--- src/include/rx_status_pkg.sv ---
package rx_status_pkg;
   // register byte offsets
   localparam logic [7:0] OFF_REF_PLL_CFG1  = 8'h0f;
   localparam logic [7:0] OFF_REF_PLL_CFG2  = 8'h10;
   localparam logic [7:0] OFF_REF_PLL_CFG3  = 8'h11;
   localparam logic [7:0] OFF_NONPCM_STAT   = 8'h12;
   localparam logic [7:0] OFF_RECCLK_STAT   = 8'h13;
   localparam logic [7:0] OFF_EVENT_STAT    = 8'h30;
   localparam logic [7:0] OFF_EVENT_MASK    = 8'h31;
   // field positions
   localparam int BIT_BURST_FMT    = 0;
   localparam int BIT_DISC_SURR    = 1;
   localparam int BIT_EVT_BURST    = 0;
   localparam int BIT_EVT_SURR     = 1;
   localparam int BIT_EVT_RATE     = 2;
   localparam int EVT_W            = 3;
   // reference pll limits and reset values (12.288 MHz reference)
   localparam logic [5:0]  REF_J_MIN       = 6'h01;
   localparam logic [13:0] REF_D_MAX       = 14'h270f;
   localparam logic [3:0]  REF_P_RST       = 4'h1;
   localparam logic [5:0]  REF_J_RST       = 6'h08;
   localparam logic [13:0] REF_D_RST       = 14'h0000;
   localparam logic [2:0]  EVT_MASK_RST    = 3'h0;
   // recovered clock rate codes
   typedef enum logic [1:0] {
      RATE_UNKNOWN = 2'b00,
      RATE_128FS   = 2'b01,
      RATE_256FS   = 2'b10,
      RATE_512FS   = 2'b11
   } rate_code_e;
   // timing
   localparam int CLK_KHZ            = 100000;
   localparam int FRAME_TIMEOUT_US   = 100;
   localparam int FRAME_TIMEOUT_CYC  = FRAME_TIMEOUT_US * CLK_KHZ / 1000;
   localparam int REC_CLK_MAX_KHZ    = 49152;
endpackage

--- src/rtl/receiver_stream_status_regs.sv ---
// Strobed register access was decided locally.
`timescale 1ns/100ps
module receiver_stream_status_regs #(
   parameter int FRAME_TIMEOUT = rx_status_pkg::FRAME_TIMEOUT_CYC,
   parameter int REC_CLK_MAX   = rx_status_pkg::REC_CLK_MAX_KHZ
) (
   input  wire logic       sys_clk,
   input  wire logic       srst,
   input  wire logic [7:0] regAddr,
   input  wire logic [7:0] regWrData,
   input  wire logic       regWrEn,
   input  wire logic       regRdEn,
   output logic      [7:0] regRdData,
   input  wire logic       burstDetect,
   input  wire logic       discSurroundDetect,
   input  wire logic       frameTick,
   output logic      [1:0] recClkRateSel,
   output logic      [3:0] refPllPreDiv,
   output logic      [5:0] refPllIntMul,
   output logic     [13:0] refPllFracMul,
   output logic            refPllCfgValid,
   output logic            irq
);
   localparam int CNT_W = 16;
   // least frame period, in sys_clk cycles, at which each multiple still fits under the pll ceiling
   localparam int THR_512 = (512 * rx_status_pkg::CLK_KHZ + REC_CLK_MAX - 1) / REC_CLK_MAX;
   localparam int THR_256 = (256 * rx_status_pkg::CLK_KHZ + REC_CLK_MAX - 1) / REC_CLK_MAX;
   localparam int THR_128 = (128 * rx_status_pkg::CLK_KHZ + REC_CLK_MAX - 1) / REC_CLK_MAX;
   localparam logic [CNT_W-1:0] TMO_CNT = CNT_W'(FRAME_TIMEOUT);

   typedef struct packed {
      logic [7:0]                    rdData;
      logic [1:0]                    nonpcm;
      logic [CNT_W-1:0]              period;
      rx_status_pkg::rate_code_e     rate;
      logic [3:0]                    pDiv;
      logic [5:0]                    jMul;
      logic [13:0]                   dFrac;
      logic [rx_status_pkg::EVT_W-1:0] evt;
      logic [rx_status_pkg::EVT_W-1:0] mask;
   } state_s;

   // reset image of the whole state; constants only, so reset never depends on live inputs
   localparam state_s RST_STATE = '{
      rdData: 8'h00,
      nonpcm: 2'b00,
      period: '0,
      rate:   rx_status_pkg::RATE_UNKNOWN,
      pDiv:   rx_status_pkg::REF_P_RST,
      jMul:   rx_status_pkg::REF_J_RST,
      dFrac:  rx_status_pkg::REF_D_RST,
      evt:    '0,
      mask:   rx_status_pkg::EVT_MASK_RST
   };

   state_s stateFf;
   state_s nxtState;
   rx_status_pkg::rate_code_e measRate;
   logic [rx_status_pkg::EVT_W-1:0] evtHit;
   logic timedOut;

   // classify the period just closed; too fast a stream cannot be served at all
   always_comb begin
      if (stateFf.period >= CNT_W'(THR_512)) begin
         measRate = rx_status_pkg::RATE_512FS;
      end else if (stateFf.period >= CNT_W'(THR_256)) begin
         measRate = rx_status_pkg::RATE_256FS;
      end else if (stateFf.period >= CNT_W'(THR_128)) begin
         measRate = rx_status_pkg::RATE_128FS;
      end else begin
         measRate = rx_status_pkg::RATE_UNKNOWN;
      end
   end

   assign timedOut = (stateFf.period >= TMO_CNT);

   // next-state logic for the whole block
   always_comb begin
      nxtState = stateFf;
      // detector flags follow the decoder every cycle, so they clear as soon as the stream changes
      nxtState.nonpcm[rx_status_pkg::BIT_BURST_FMT] = burstDetect;
      nxtState.nonpcm[rx_status_pkg::BIT_DISC_SURR] = discSurroundDetect;
      // frame period counter saturates at the timeout so a dead input reads as undetermined
      if (frameTick) begin
         nxtState.period = CNT_W'(1);
         nxtState.rate   = timedOut ? rx_status_pkg::RATE_UNKNOWN : measRate;
      end else if (timedOut) begin
         nxtState.rate = rx_status_pkg::RATE_UNKNOWN;
      end else begin
         nxtState.period = stateFf.period + CNT_W'(1);
      end
      // register writes: pll configuration, event mask and event clear; status offsets ignore writes
      if (regWrEn) begin
         unique case (regAddr)
            rx_status_pkg::OFF_REF_PLL_CFG1: begin
               nxtState.pDiv      = regWrData[7:4];
               nxtState.jMul[5:2] = regWrData[3:0];
            end
            rx_status_pkg::OFF_REF_PLL_CFG2: begin
               nxtState.jMul[1:0]  = regWrData[7:6];
               nxtState.dFrac[13:8] = regWrData[5:0];
            end
            rx_status_pkg::OFF_REF_PLL_CFG3: begin
               nxtState.dFrac[7:0] = regWrData;
            end
            rx_status_pkg::OFF_EVENT_MASK: begin
               nxtState.mask = regWrData[rx_status_pkg::EVT_W-1:0];
            end
            rx_status_pkg::OFF_EVENT_STAT: begin
               nxtState.evt = stateFf.evt & ~regWrData[rx_status_pkg::EVT_W-1:0];
            end
            default: begin
               nxtState.mask = stateFf.mask; // status registers are read-only
            end
         endcase
      end
      // a change of either detector flag or of the rate is an event; taken here to keep the next state free of loops
      evtHit[rx_status_pkg::BIT_EVT_BURST] = nxtState.nonpcm[0] != stateFf.nonpcm[0];
      evtHit[rx_status_pkg::BIT_EVT_SURR]  = nxtState.nonpcm[1] != stateFf.nonpcm[1];
      evtHit[rx_status_pkg::BIT_EVT_RATE]  = nxtState.rate != stateFf.rate;
      // events are set after the clear so a change in the clearing cycle is kept
      nxtState.evt = nxtState.evt | evtHit;
      // read data stand in the cycle after the strobe only
      nxtState.rdData = 8'h00;
      if (regRdEn) begin
         unique case (regAddr)
            rx_status_pkg::OFF_REF_PLL_CFG1: nxtState.rdData = {stateFf.pDiv, stateFf.jMul[5:2]};
            rx_status_pkg::OFF_REF_PLL_CFG2: nxtState.rdData = {stateFf.jMul[1:0], stateFf.dFrac[13:8]};
            rx_status_pkg::OFF_REF_PLL_CFG3: nxtState.rdData = stateFf.dFrac[7:0];
            rx_status_pkg::OFF_NONPCM_STAT:  nxtState.rdData = {6'h00, stateFf.nonpcm};
            rx_status_pkg::OFF_RECCLK_STAT:  nxtState.rdData = {6'h00, stateFf.rate};
            rx_status_pkg::OFF_EVENT_STAT:   nxtState.rdData = {5'h00, stateFf.evt};
            rx_status_pkg::OFF_EVENT_MASK:   nxtState.rdData = {5'h00, stateFf.mask};
            default:                         nxtState.rdData = 8'h00;
         endcase
      end
   end

   // single state register
   always_ff @(posedge sys_clk) begin
      if (srst) begin
         stateFf <= RST_STATE;
      end else begin
         stateFf <= nxtState;
      end
   end

   // outputs; the pll sees the rate one cycle after the frame that decided it
   assign regRdData      = stateFf.rdData;
   assign recClkRateSel  = stateFf.rate;
   assign refPllPreDiv   = stateFf.pDiv;
   assign refPllIntMul   = stateFf.jMul;
   assign refPllFracMul  = stateFf.dFrac;
   // an out-of-range J or D is held but flagged, the pll keeps its last good lock
   assign refPllCfgValid = (stateFf.jMul >= rx_status_pkg::REF_J_MIN)
                           && (stateFf.dFrac <= rx_status_pkg::REF_D_MAX);
   assign irq            = |(stateFf.evt & stateFf.mask);

   // checks
   // the burst flag is the decoder input of the previous cycle
   a_burst_flag: assert property (@(posedge sys_clk) disable iff (srst)
      ##1 stateFf.nonpcm[0] == $past(burstDetect))
      else $error("burst flag does not follow detector");

   // a read of the detection register returns the burst flag as it stood
   a_burst_readback: assert property (@(posedge sys_clk) disable iff (srst)
      regRdEn && regAddr == rx_status_pkg::OFF_NONPCM_STAT
      |=> regRdData[0] == $past(stateFf.nonpcm[0]))
      else $error("burst flag read wrong");

   // a read of the detection register returns the surround flag as it stood
   a_surround_flag: assert property (@(posedge sys_clk) disable iff (srst)
      regRdEn && regAddr == rx_status_pkg::OFF_NONPCM_STAT
      |=> regRdData[1] == $past(stateFf.nonpcm[1]))
      else $error("surround flag read wrong");

   // the surround flag is the decoder input of the previous cycle
   a_surround_follow: assert property (@(posedge sys_clk) disable iff (srst)
      ##1 stateFf.nonpcm[1] == $past(discSurroundDetect))
      else $error("surround flag does not follow detector");

   // a slow frame leaves room for the highest multiple
   a_rate_measure: assert property (@(posedge sys_clk) disable iff (srst)
      frameTick && !timedOut && stateFf.period >= CNT_W'(THR_512)
      |=> recClkRateSel == 2'b11)
      else $error("slow frame not reported as 512 fs");

   // the middle band of frame periods gives the middle multiple
   a_rate_256: assert property (@(posedge sys_clk) disable iff (srst)
      frameTick && !timedOut && stateFf.period >= CNT_W'(THR_256) && stateFf.period < CNT_W'(THR_512)
      |=> recClkRateSel == 2'b10)
      else $error("frame not reported as 256 fs");

   // the fastest serviceable frames only get the lowest multiple
   a_rate_128: assert property (@(posedge sys_clk) disable iff (srst)
      frameTick && !timedOut && stateFf.period >= CNT_W'(THR_128) && stateFf.period < CNT_W'(THR_256)
      |=> recClkRateSel == 2'b01)
      else $error("frame not reported as 128 fs");

   // frames too fast for any multiple leave the rate undetermined
   a_rate_fast: assert property (@(posedge sys_clk) disable iff (srst)
      frameTick && stateFf.period < CNT_W'(THR_128)
      |=> recClkRateSel == 2'b00)
      else $error("too fast a frame reported a rate");

   // a dead input falls back to undetermined
   a_rate_timeout: assert property (@(posedge sys_clk) disable iff (srst)
      timedOut && !frameTick ##1 !frameTick
      |-> recClkRateSel == 2'b00)
      else $error("rate not undetermined after timeout");

   // the status field and the pll selection are one register
   a_rate_readback: assert property (@(posedge sys_clk) disable iff (srst)
      regRdEn && regAddr == rx_status_pkg::OFF_RECCLK_STAT
      |=> regRdData[1:0] == $past(recClkRateSel))
      else $error("rate field differs from pll selection");

   // between frames the pll selection must not wander
   a_rate_hold: assert property (@(posedge sys_clk) disable iff (srst)
      !frameTick && !timedOut
      |=> $stable(recClkRateSel))
      else $error("rate changed without a frame");

   // every new rate loaded into the field is reported to software
   a_rate_event: assert property (@(posedge sys_clk) disable iff (srst)
      $changed(recClkRateSel)
      |-> stateFf.evt[rx_status_pkg::BIT_EVT_RATE])
      else $error("rate change event missing");

   // an out-of-range multiplier is never offered as valid
   a_pll_range: assert property (@(posedge sys_clk) disable iff (srst)
      refPllIntMul == 6'h00 || refPllFracMul > 14'h270f
      |-> !refPllCfgValid)
      else $error("out of range pll setting flagged valid");

   // an in-range multiplier is offered as valid
   a_pll_valid: assert property (@(posedge sys_clk) disable iff (srst)
      refPllIntMul != 6'h00 && refPllFracMul <= 14'h270f
      |-> refPllCfgValid)
      else $error("in range pll setting flagged invalid");

   // first configuration byte carries P and the top of J
   a_pll_write: assert property (@(posedge sys_clk) disable iff (srst)
      regWrEn && regAddr == rx_status_pkg::OFF_REF_PLL_CFG1
      |=> refPllPreDiv == $past(regWrData[7:4]) && refPllIntMul[5:2] == $past(regWrData[3:0]))
      else $error("pre-divider write lost");

   // second configuration byte carries the bottom of J and the top of D
   a_pll_write_mid: assert property (@(posedge sys_clk) disable iff (srst)
      regWrEn && regAddr == rx_status_pkg::OFF_REF_PLL_CFG2
      |=> refPllIntMul[1:0] == $past(regWrData[7:6]) && refPllFracMul[13:8] == $past(regWrData[5:0]))
      else $error("middle configuration write lost");

   // third configuration byte carries the bottom of D
   a_pll_write_low: assert property (@(posedge sys_clk) disable iff (srst)
      regWrEn && regAddr == rx_status_pkg::OFF_REF_PLL_CFG3
      |=> refPllFracMul[7:0] == $past(regWrData))
      else $error("fraction write lost");

   // without a write the pll settings stay put
   a_pll_hold: assert property (@(posedge sys_clk) disable iff (srst)
      !regWrEn
      |=> $stable(refPllPreDiv) && $stable(refPllIntMul) && $stable(refPllFracMul))
      else $error("pll setting changed without a write");

   // the unused upper bits of both status registers read as zero
   a_ro_upper: assert property (@(posedge sys_clk) disable iff (srst)
      regRdEn && (regAddr == rx_status_pkg::OFF_NONPCM_STAT || regAddr == rx_status_pkg::OFF_RECCLK_STAT)
      |=> regRdData[7:2] == 6'h00)
      else $error("status upper bits not zero");

   // a write to the detection register cannot override the decoder
   a_ro_write: assert property (@(posedge sys_clk) disable iff (srst)
      regWrEn && regAddr == rx_status_pkg::OFF_NONPCM_STAT
      |=> stateFf.nonpcm == $past({discSurroundDetect, burstDetect}))
      else $error("write reached a read-only flag");

   // a rising burst flag sets its event and raises the line when unmasked
   a_evt_set: assert property (@(posedge sys_clk) disable iff (srst)
      $rose(stateFf.nonpcm[0])
      |-> stateFf.evt[0] && (irq || !stateFf.mask[0]))
      else $error("burst change event missing");

   // writing a one clears the event when no new change arrives with it
   a_evt_clear: assert property (@(posedge sys_clk) disable iff (srst)
      regWrEn && regAddr == rx_status_pkg::OFF_EVENT_STAT && regWrData[0] && !evtHit[0]
      |=> !stateFf.evt[0])
      else $error("burst event not cleared");

   // main scenarios
   c_burst_seen: cover property (@(posedge sys_clk) disable iff (srst) $rose(stateFf.nonpcm[0]));
   c_surround_seen: cover property (@(posedge sys_clk) disable iff (srst) $rose(stateFf.nonpcm[1]));
   c_rate_512: cover property (@(posedge sys_clk) disable iff (srst) recClkRateSel == 2'b11);
   c_rate_256: cover property (@(posedge sys_clk) disable iff (srst) recClkRateSel == 2'b10);
   c_irq_raised: cover property (@(posedge sys_clk) disable iff (srst) $rose(irq));
endmodule

--- config.mk ---
export PLATFORM = sky130hd
export DESIGN_NAME = receiver_stream_status_regs
export DESIGN_NICKNAME = d
export VERILOG_FILES = /design/src/include/rx_status_pkg.sv /design/src/rtl/receiver_stream_status_regs.sv
export SDC_FILE = /design/constraint.sdc
export NUM_CORES = 1
export LEC_CHECK = 0
export BUFFER_PORTS_ARGS = -buffer_cell sky130_fd_sc_hd__buf_2
export CAP_MARGIN = 20
export CORE_MARGIN = 3
export CORE_UTILIZATION = 55
export DETAILED_ROUTE_END_ITERATION = 7
export GPL_TIMING_DRIVEN = 0
export HOLD_SLACK_MARGIN = 0.1
export PLACE_DENSITY = 0.8
export RECOVER_POWER = 100
export SLEW_MARGIN = 0
export SYNTH_ARGS = -nofsm -noshare
export SYNTH_HDL_FRONTEND = slang
export SYNTH_SLANG_ARGS = --single-unit
--- constraint.sdc ---
create_clock -name sys_clk -period 2.57 [get_ports sys_clk]
set_clock_uncertainty 0.2 [all_clocks]
set_input_delay 0.514 -clock sys_clk [delete_from_list [all_inputs] [get_ports sys_clk]]
set_output_delay 0.514 -clock sys_clk [all_outputs]
set_load 0.005 [all_outputs]
==> flow_metrics.py, run 1 <==
metrics = {
    "setup_path": {
        "rr_startpoint": "stateFf[33]",
        "crit_family": "compound AO/OA/AOI/OAI gates",
        "crit_arrival_ps": 2440,
        "cp_cell_sequence": "inv_1, ha_1, nor3b_1, o211ai_1, a2111oi_2, mux2_1, a41oi_2",
        "cp.depth": 7,
        "rrSetupSlack_ps": 190,
        "critPathLaunchType": "register",
        "end_kind": "register",
        "required_ps": 2630,
        "critPathMaxFanout": 6,
        "reg2reg_depth": 7,
        "cp_slowest_cell": "a2111oi_2",
        "reg2reg_to": "stateFf[5]",
        "critical_path_class": "register to register",
        "slowest_delay_ps": 480,
        "worst-path-buf-inv": 1,
    },
    "detailed_routing": {
        "drc_errors": 0,
        "postRouteAntennaNets": 0,
        "drt_pass1_iterations": 5,
        "num_vias": 2768,
        "vias_per_cell": 5.661,
        "drt_iter0_drc": 288,
        "routed_wl_um": 7278,
        "route.detailed.wl_per_inst_um": 14.88,
    },
    "clock_network": {
        "htreeDepth": 3,
        "ctsRootBufferMaster": "clkbuf_8",
        "clk_latency_ps": 340,
        "cts_tree": "built",
        "cts_buffers": 9,
        "clk_path_buf_depth": 2,
        "cts.clk_slew.worst_paths_ps": 70,
        "postCtsSetupRepairBufs": 0,
        "cts_resized": 0,
        "ctsHoldBuffers": 0,
        "cts.sinks": 58,
    },
    "yosys": {
        "syn-num-nets": 372,
        "ys_seq_area_frac": 0.3849,
        "synth.distinct_cells": 52,
        "synth-seq-cells": 58,
        "syn_inst": 345,
        "synth_simple_gate_area_frac": 0.2368,
        "synth_top_family_by_area": "simple AND/OR/NAND/NOR gates",
        "synthArstFlopShare": 0,
        "synth-adder-area-share": 0.01659,
        "synth_flop_cell": "dfxtp_1",
        "synthXorXnorAreaFrac": 0.03774,
        "syn_area_um2": 3017,
        "synthMuxAreaShare": 0.03982,
        "synth-edff-count": 0,
        "avgSynthCellArea_um2": 8.744,
        "yosys_warnings": 0,
        "synth-compound-area-share": 0.1580,
    },
    "place": {
        "dp_slack_ps": -116.8,
        "postPlaceCellArea_um2": 3395,
        "dp_hpwl_um": 5246,
        "dp_cells": 473,
        "place.gp.congestion": 0.8950,
        "placement.io_buffers": 58,
    },
    "cells_and_area": {
        "layout.nets": 441,
        "final_common_cell": "dfxtp_1",
        "stdcell_count": 489,
        "mostFrequentLayoutCells": "dfxtp_1 (58), buf_2 (55), nand2_1 (39)",
        "seq_area_um2": 1161,
        "final_area_um2": 3522,
        "fillers": 447,
        "multiInputGateArea_um2": 1415,
        "drive_above_1_share": 0.2888,
        "area_growth_pct": 16.76,
        "n_antenna_cell": 0,
    },
    "power_and_ir_drop": {
        "vdd_drop_max_v": 0.0003421,
        "p_leak_nw": 1.380,
        "power_mw": 1.892,
        "p_per_area_nw_per_um2": 537.1,
    },
    "die": {
        "boundaryPins": 59,
        "die_area_um2": 6410,
        "fp.dieW_um": 80.06,
        "core_um2": 5205,
        "row_count": 26,
        "fp.dieH_um": 80.06,
        "start_util": 0.5796,
    },
    "timing": {
        "timing.setup.tns_ps": 0,
        "hold_viol": 0,
        "setup_viol": 0,
        "fmax_mhz": 419.5,
        "rsz0062_at_grt": "false",
        "slew_violations": 0,
        "layout_setup_ws_ps": 186.1,
        "period_minus_slack_ps": 2384,
        "period_share": 0.9276,
        "relSlewSlack": 0.3091,
        "worst_slew_pin_slew_ps": 1020,
    },
    "grt": {
        "overflow": 0,
        "grt_pass1_wl_um": 11870,
        "grt_max_degree": 11,
        "grt_pass1_vias": 2565,
        "antenna_found_initial": 0,
        "track_usage": 0.2371,
    },
    "worst_hold_path": {
        "hold_path_depth": 2,
        "min_from": "burstDetect",
        "hold_end": "stateFf[48]",
        "hp-class": "input port to register",
    },
    "outcome": {
        "outcome": "finished clean",
    },
    "run": {
        "cap_violations": 0,
    },
}
[final cells by class]
cell class              count  area share
plain buffers              50     0.09272
clock buffers              11     0.04298
clock inverters             5     0.01492
inverters                  12     0.01279
multi-input cells         225      0.4018
flip-flops and latches     58      0.3297
well taps                  70     0.02487
repair buffers             58     0.08028
[where the power goes]
| group | internal, mW | switching [mW] |
|---|---|---|
| combinational | 0.0436 | 0.0658 |
| sequential | 0.909 | 0.0112 |
| clock | 0.495 | 0.366 |
[synthesized netlist by cell type (2+ instances only)]
| cell type | count | area, um2 |
|---|---|---|
| nor3_1 | 6 | 30.03 |
| ha_1 | 4 | 50.05 |
| buf_4 | 34 | 255.2 |
| a21oi_1 | 33 | 165.2 |
| a2111oi_0 | 2 | 17.52 |
| nor3_2 | 2 | 20.02 |
| a22oi_1 | 2 | 15.01 |
| nand4_1 | 3 | 18.77 |
| buf_6 | 2 | 22.52 |
| mux2_2 | 3 | 33.78 |
| nand2b_1 | 2 | 12.51 |
| buf_2 | 4 | 20.02 |
| nor4_1 | 4 | 25.02 |
| nand3_1 | 26 | 130.1 |
| or3_1 | 3 | 18.77 |
| inv_1 | 12 | 45.04 |
| and3_1 | 5 | 31.28 |
| mux2i_1 | 3 | 30.03 |
| mux4_2 | 2 | 45.04 |
| o21ai_0 | 5 | 25.02 |
| xnor2_1 | 13 | 113.9 |
| nor2b_1 | 2 | 12.51 |
| nor4b_2 | 3 | 45.04 |
| dfxtp_1 | 58 | 1161 |
| nand2_1 | 39 | 146.4 |
| o211ai_1 | 4 | 30.03 |
| a222oi_1 | 7 | 70.07 |
| clkbuf_1 | 10 | 37.54 |
| nor4_4 | 2 | 42.54 |
| nor2_1 | 27 | 101.4 |
| or4_1 | 2 | 15.01 |
[kinds of logic after synthesis]
group / after synthesis
AND/OR/NAND/NOR: 133
adder cells (fa/ha/maj): 4
XOR/XNOR: 13
buffers and inverters: 62
flip-flops: 58
AO/OA/AOI/OAI: 66
multiplexers: 9
[sequential cells by signal, summed over array words and instances (netlist names)]
name	cells
recClkRateSel	2
refPllFracMul	14
refPllIntMul	6
refPllPreDiv	4
regRdData	8
stateFf	24
[per-stage QoR]
step / hold WS [ps] / util
final: 222.1 / 0.6767
after global routing: 242.1 / 0.6767
after CTS: 199.1 / 0.6913
after detailed placement: 266.9 / 0.6522
after global placement: 258.0 / 0.6522
after floorplan: 246.7 / -
[metal layers]
layer | GRT usage | vias up | share of wire
met5 | 0 | - | 0
met4 | 0.1267 | 0 | 0.026
met3 | 0.03812 | 22 | 0.076
met2 | 0.4023 | 130 | 0.49
met1 | 0.2855 | 1266 | 0.41
li1 | - | 1350 | -
[worst register-to-register path, stage by stage, from the launching register on]
cell	delay [ps]
dfxtp_1	410
inv_1	90
ha_1	200
nor3b_1	270
o211ai_1	150
a2111oi_2	480
mux2_1	380
a41oi_2	120
[how the worst max path moves through the flow]
stage                           start               end  slack [ps]
final                     stateFf[33]        stateFf[5]         190
after global routing      stateFf[33]        stateFf[5]          40
after CTS                 stateFf[33]        stateFf[5]         170
after detailed placement   regAddr[5]  refPllFracMul[5]        -120
after floorplan            regAddr[2]        stateFf[0]         390
after global placement     regAddr[5]  refPllFracMul[3]        -100
(Power assumes the default switching activity.)
==> inputs of run 2 (changes only) <==
- CORE_UTILIZATION: 55 -> 25
- PLACE_DENSITY: 0.8 -> not set
==> run 2 against run 1 <==
Sequential power hardly changed. Worst hold slack better by 25 ps. Highest routed layer unchanged. Final cell count is 15% higher. Largest cell class unchanged. Setup slack got worse by 54 ps. Critical path type is now input port to register. Sequential share of layout area decreased by 1.8 points. Cell area is 5.7% higher. Count of clock-buffer cells in the layout fell by 1. Non-clock buffer count did not move. Via count down 1.2%. Fmax down 2.2%.
==> flow_metrics.py, run 2 (same netlist as run 1, synthesis figures left out) <==
metrics = {
    "outcome": {
        "outcome": "finished clean",
    },
    "worst_hold_path": {
        "min_from": "frameTick",
        "hold_path_depth": 2,
        "hold_end": "recClkRateSel[1]",
        "hp-class": "input port to register",
    },
    "power_and_ir_drop": {
        "p_per_area_nw_per_um2": 597.3,
        "p_leak_nw": 1.416,
        "vdd_drop_max_v": 0.0004228,
    },
    "timing": {
        "fmax_mhz": 410.2,
        "slew_violations": 0,
        "relSlewSlack": 0.3756,
        "worst_slew_pin_slew_ps": 922.0,
        "hold-worst-slack_ps": 246.9,
        "rsz0062_at_grt": "false",
        "period_minus_slack_ps": 2438,
        "period_share": 0.9485,
        "hold_viol": 0,
        "setup_viol": 0,
    },
    "die": {
        "die_area_um2": 13420,
        "core_um2": 11610,
        "fp.dieW_um": 115.8,
        "start_util": 0.2598,
        "boundaryPins": 59,
        "row_count": 39,
        "fp.dieH_um": 115.8,
    },
    "detailed_routing": {
        "vias_per_cell": 4.867,
        "postRouteAntennaNets": 0,
        "drt_iter0_drc": 332,
        "routed_wl_um": 8308,
        "route.detailed.wl_per_inst_um": 14.78,
        "drt_pass1_iterations": 5,
        "num_vias": 2735,
        "drc_errors": 0,
    },
    "setup_path": {
        "crit_arrival_ps": 2430,
        "cp.depth": 6,
        "slowest_delay_ps": 710,
        "critPathLaunchType": "input port",
        "critical_path_class": "input port to register",
        "reg2reg_to": "stateFf[5]",
        "cp_cell_sequence": "buf_2, or3_1, nor4b_2, nand2_1, nand2_1, a21oi_1",
        "critPathMaxFanout": 8,
        "reg2reg_depth": 7,
        "worst-path-buf-inv": 1,
        "cp_slowest_cell": "nor4b_2",
        "rrSetupSlack_ps": 160,
        "cp_common_cell": "nand2_1",
        "required_ps": 2560,
        "crit_family": "simple AND/OR/NAND/NOR gates",
        "rr_startpoint": "stateFf[33]",
        "end_kind": "register",
    },
    "cells_and_area": {
        "drive_above_1_share": 0.2888,
        "layout.nets": 441,
        "utilization": 0.3205,
        "seq_area_um2": 1161,
        "fillers": 1234,
        "multiInputGateArea_um2": 1430,
        "stdcell_count": 562,
        "largest_reg_flops": 24,
        "area_growth_pct": 23.39,
        "mostFrequentLayoutCells": "dfxtp_1 (58), buf_2 (53), nand2_1 (39)",
        "top_register": "stateFf",
        "n_antenna_cell": 0,
        "final_common_cell": "dfxtp_1",
    },
    "clock_network": {
        "htreeDepth": 3,
        "cts_tree": "built",
        "cts.sinks": 58,
        "cts_resized": 0,
        "cts.clk_slew.worst_paths_ps": 50,
        "clk_latency_ps": 320,
        "clk_path_buf_depth": 2,
        "cts_buffers": 9,
        "ctsHoldBuffers": 0,
        "ctsRootBufferMaster": "clkbuf_16",
        "postCtsSetupRepairBufs": 0,
    },
    "grt": {
        "track_usage": 0.1263,
        "grt.busiest_layer": "met2",
        "use_met1": 0.1790,
        "grt_max_degree": 12,
        "use_met3": 0.02350,
        "antenna_found_initial": 0,
        "grt_pass1_vias": 2564,
        "grt_pass1_wl_um": 13230,
        "grtUsageMet2": 0.1887,
        "overflow": 0,
    },
    "place": {
        "dp_hpwl_um": 6130,
        "dp_cells": 546,
        "placement.io_buffers": 58,
        "place.gp.congestion": 0.8511,
    },
    "run": {
        "cap_violations": 0,
    },
}
[run 2: worst max path at each step]
stage	startpoint	end	slack, ps
finish	regAddr[5]	refPllFracMul[6]	130
global route	stateFf[33]	stateFf[5]	5
CTS	stateFf[33]	stateFf[5]	170
detailed placement	regAddr[2]	refPllFracMul[5]	-170
global placement	regAddr[5]	refPllFracMul[5]	-120
floorplan	regAddr[2]	stateFf[0]	390
[run 2: report_power, final]
group	leakage [nW]	switching (mW)	internal, mW
Combinational	0.805	0.0698	0.0437
Clock	0.141	0.413	0.774
Sequential	0.469	0.0115	0.911
Total	1.42	0.494	1.73
[run 2: metal layers]
layer / part of all wire / wire length [um] / up-vias
met5: 0 / 0 / -
met4: 0.015 / 121 / 0
met3: 0.070 / 579 / 7
met2: 0.45 / 3726 / 84
met1: 0.47 / 3880 / 1293
li1: - / - / 1351
[run 2: stage by stage]
stage | instance area [um2] | power [mW] | worst slack, ps | setup TNS, ps
after floorplan | 3017 | 1.003 | 387.9 | 0
after global placement | 3486 | 1.054 | -122.7 | -1846
after detailed placement | 3486 | 1.056 | -165.3 | -2570
after CTS | 3791 | 2.246 | 166.1 | 0
after global routing | 3722 | 2.303 | 5.201 | 0
final | 3722 | 2.223 | 132.4 | 0
[run 2: cell type report]
class	count	area share
multi-input cells	225	0.3842
flip-flops and latches	58	0.3119
plain buffers	50	0.08639
repair buffers	58	0.07529
clock buffers	10	0.06420
well taps	143	0.04807
clock inverters	6	0.01782
inverters	12	0.01210
[run 2: worst register-to-register path, stage by stage, from the launching register on]
cell	delay, ps
dfxtp_1	420
inv_1	90
ha_1	190
nor3b_1	310
o211ai_1	150
a2111oi_2	450
mux2_1	390
a41oi_2	130
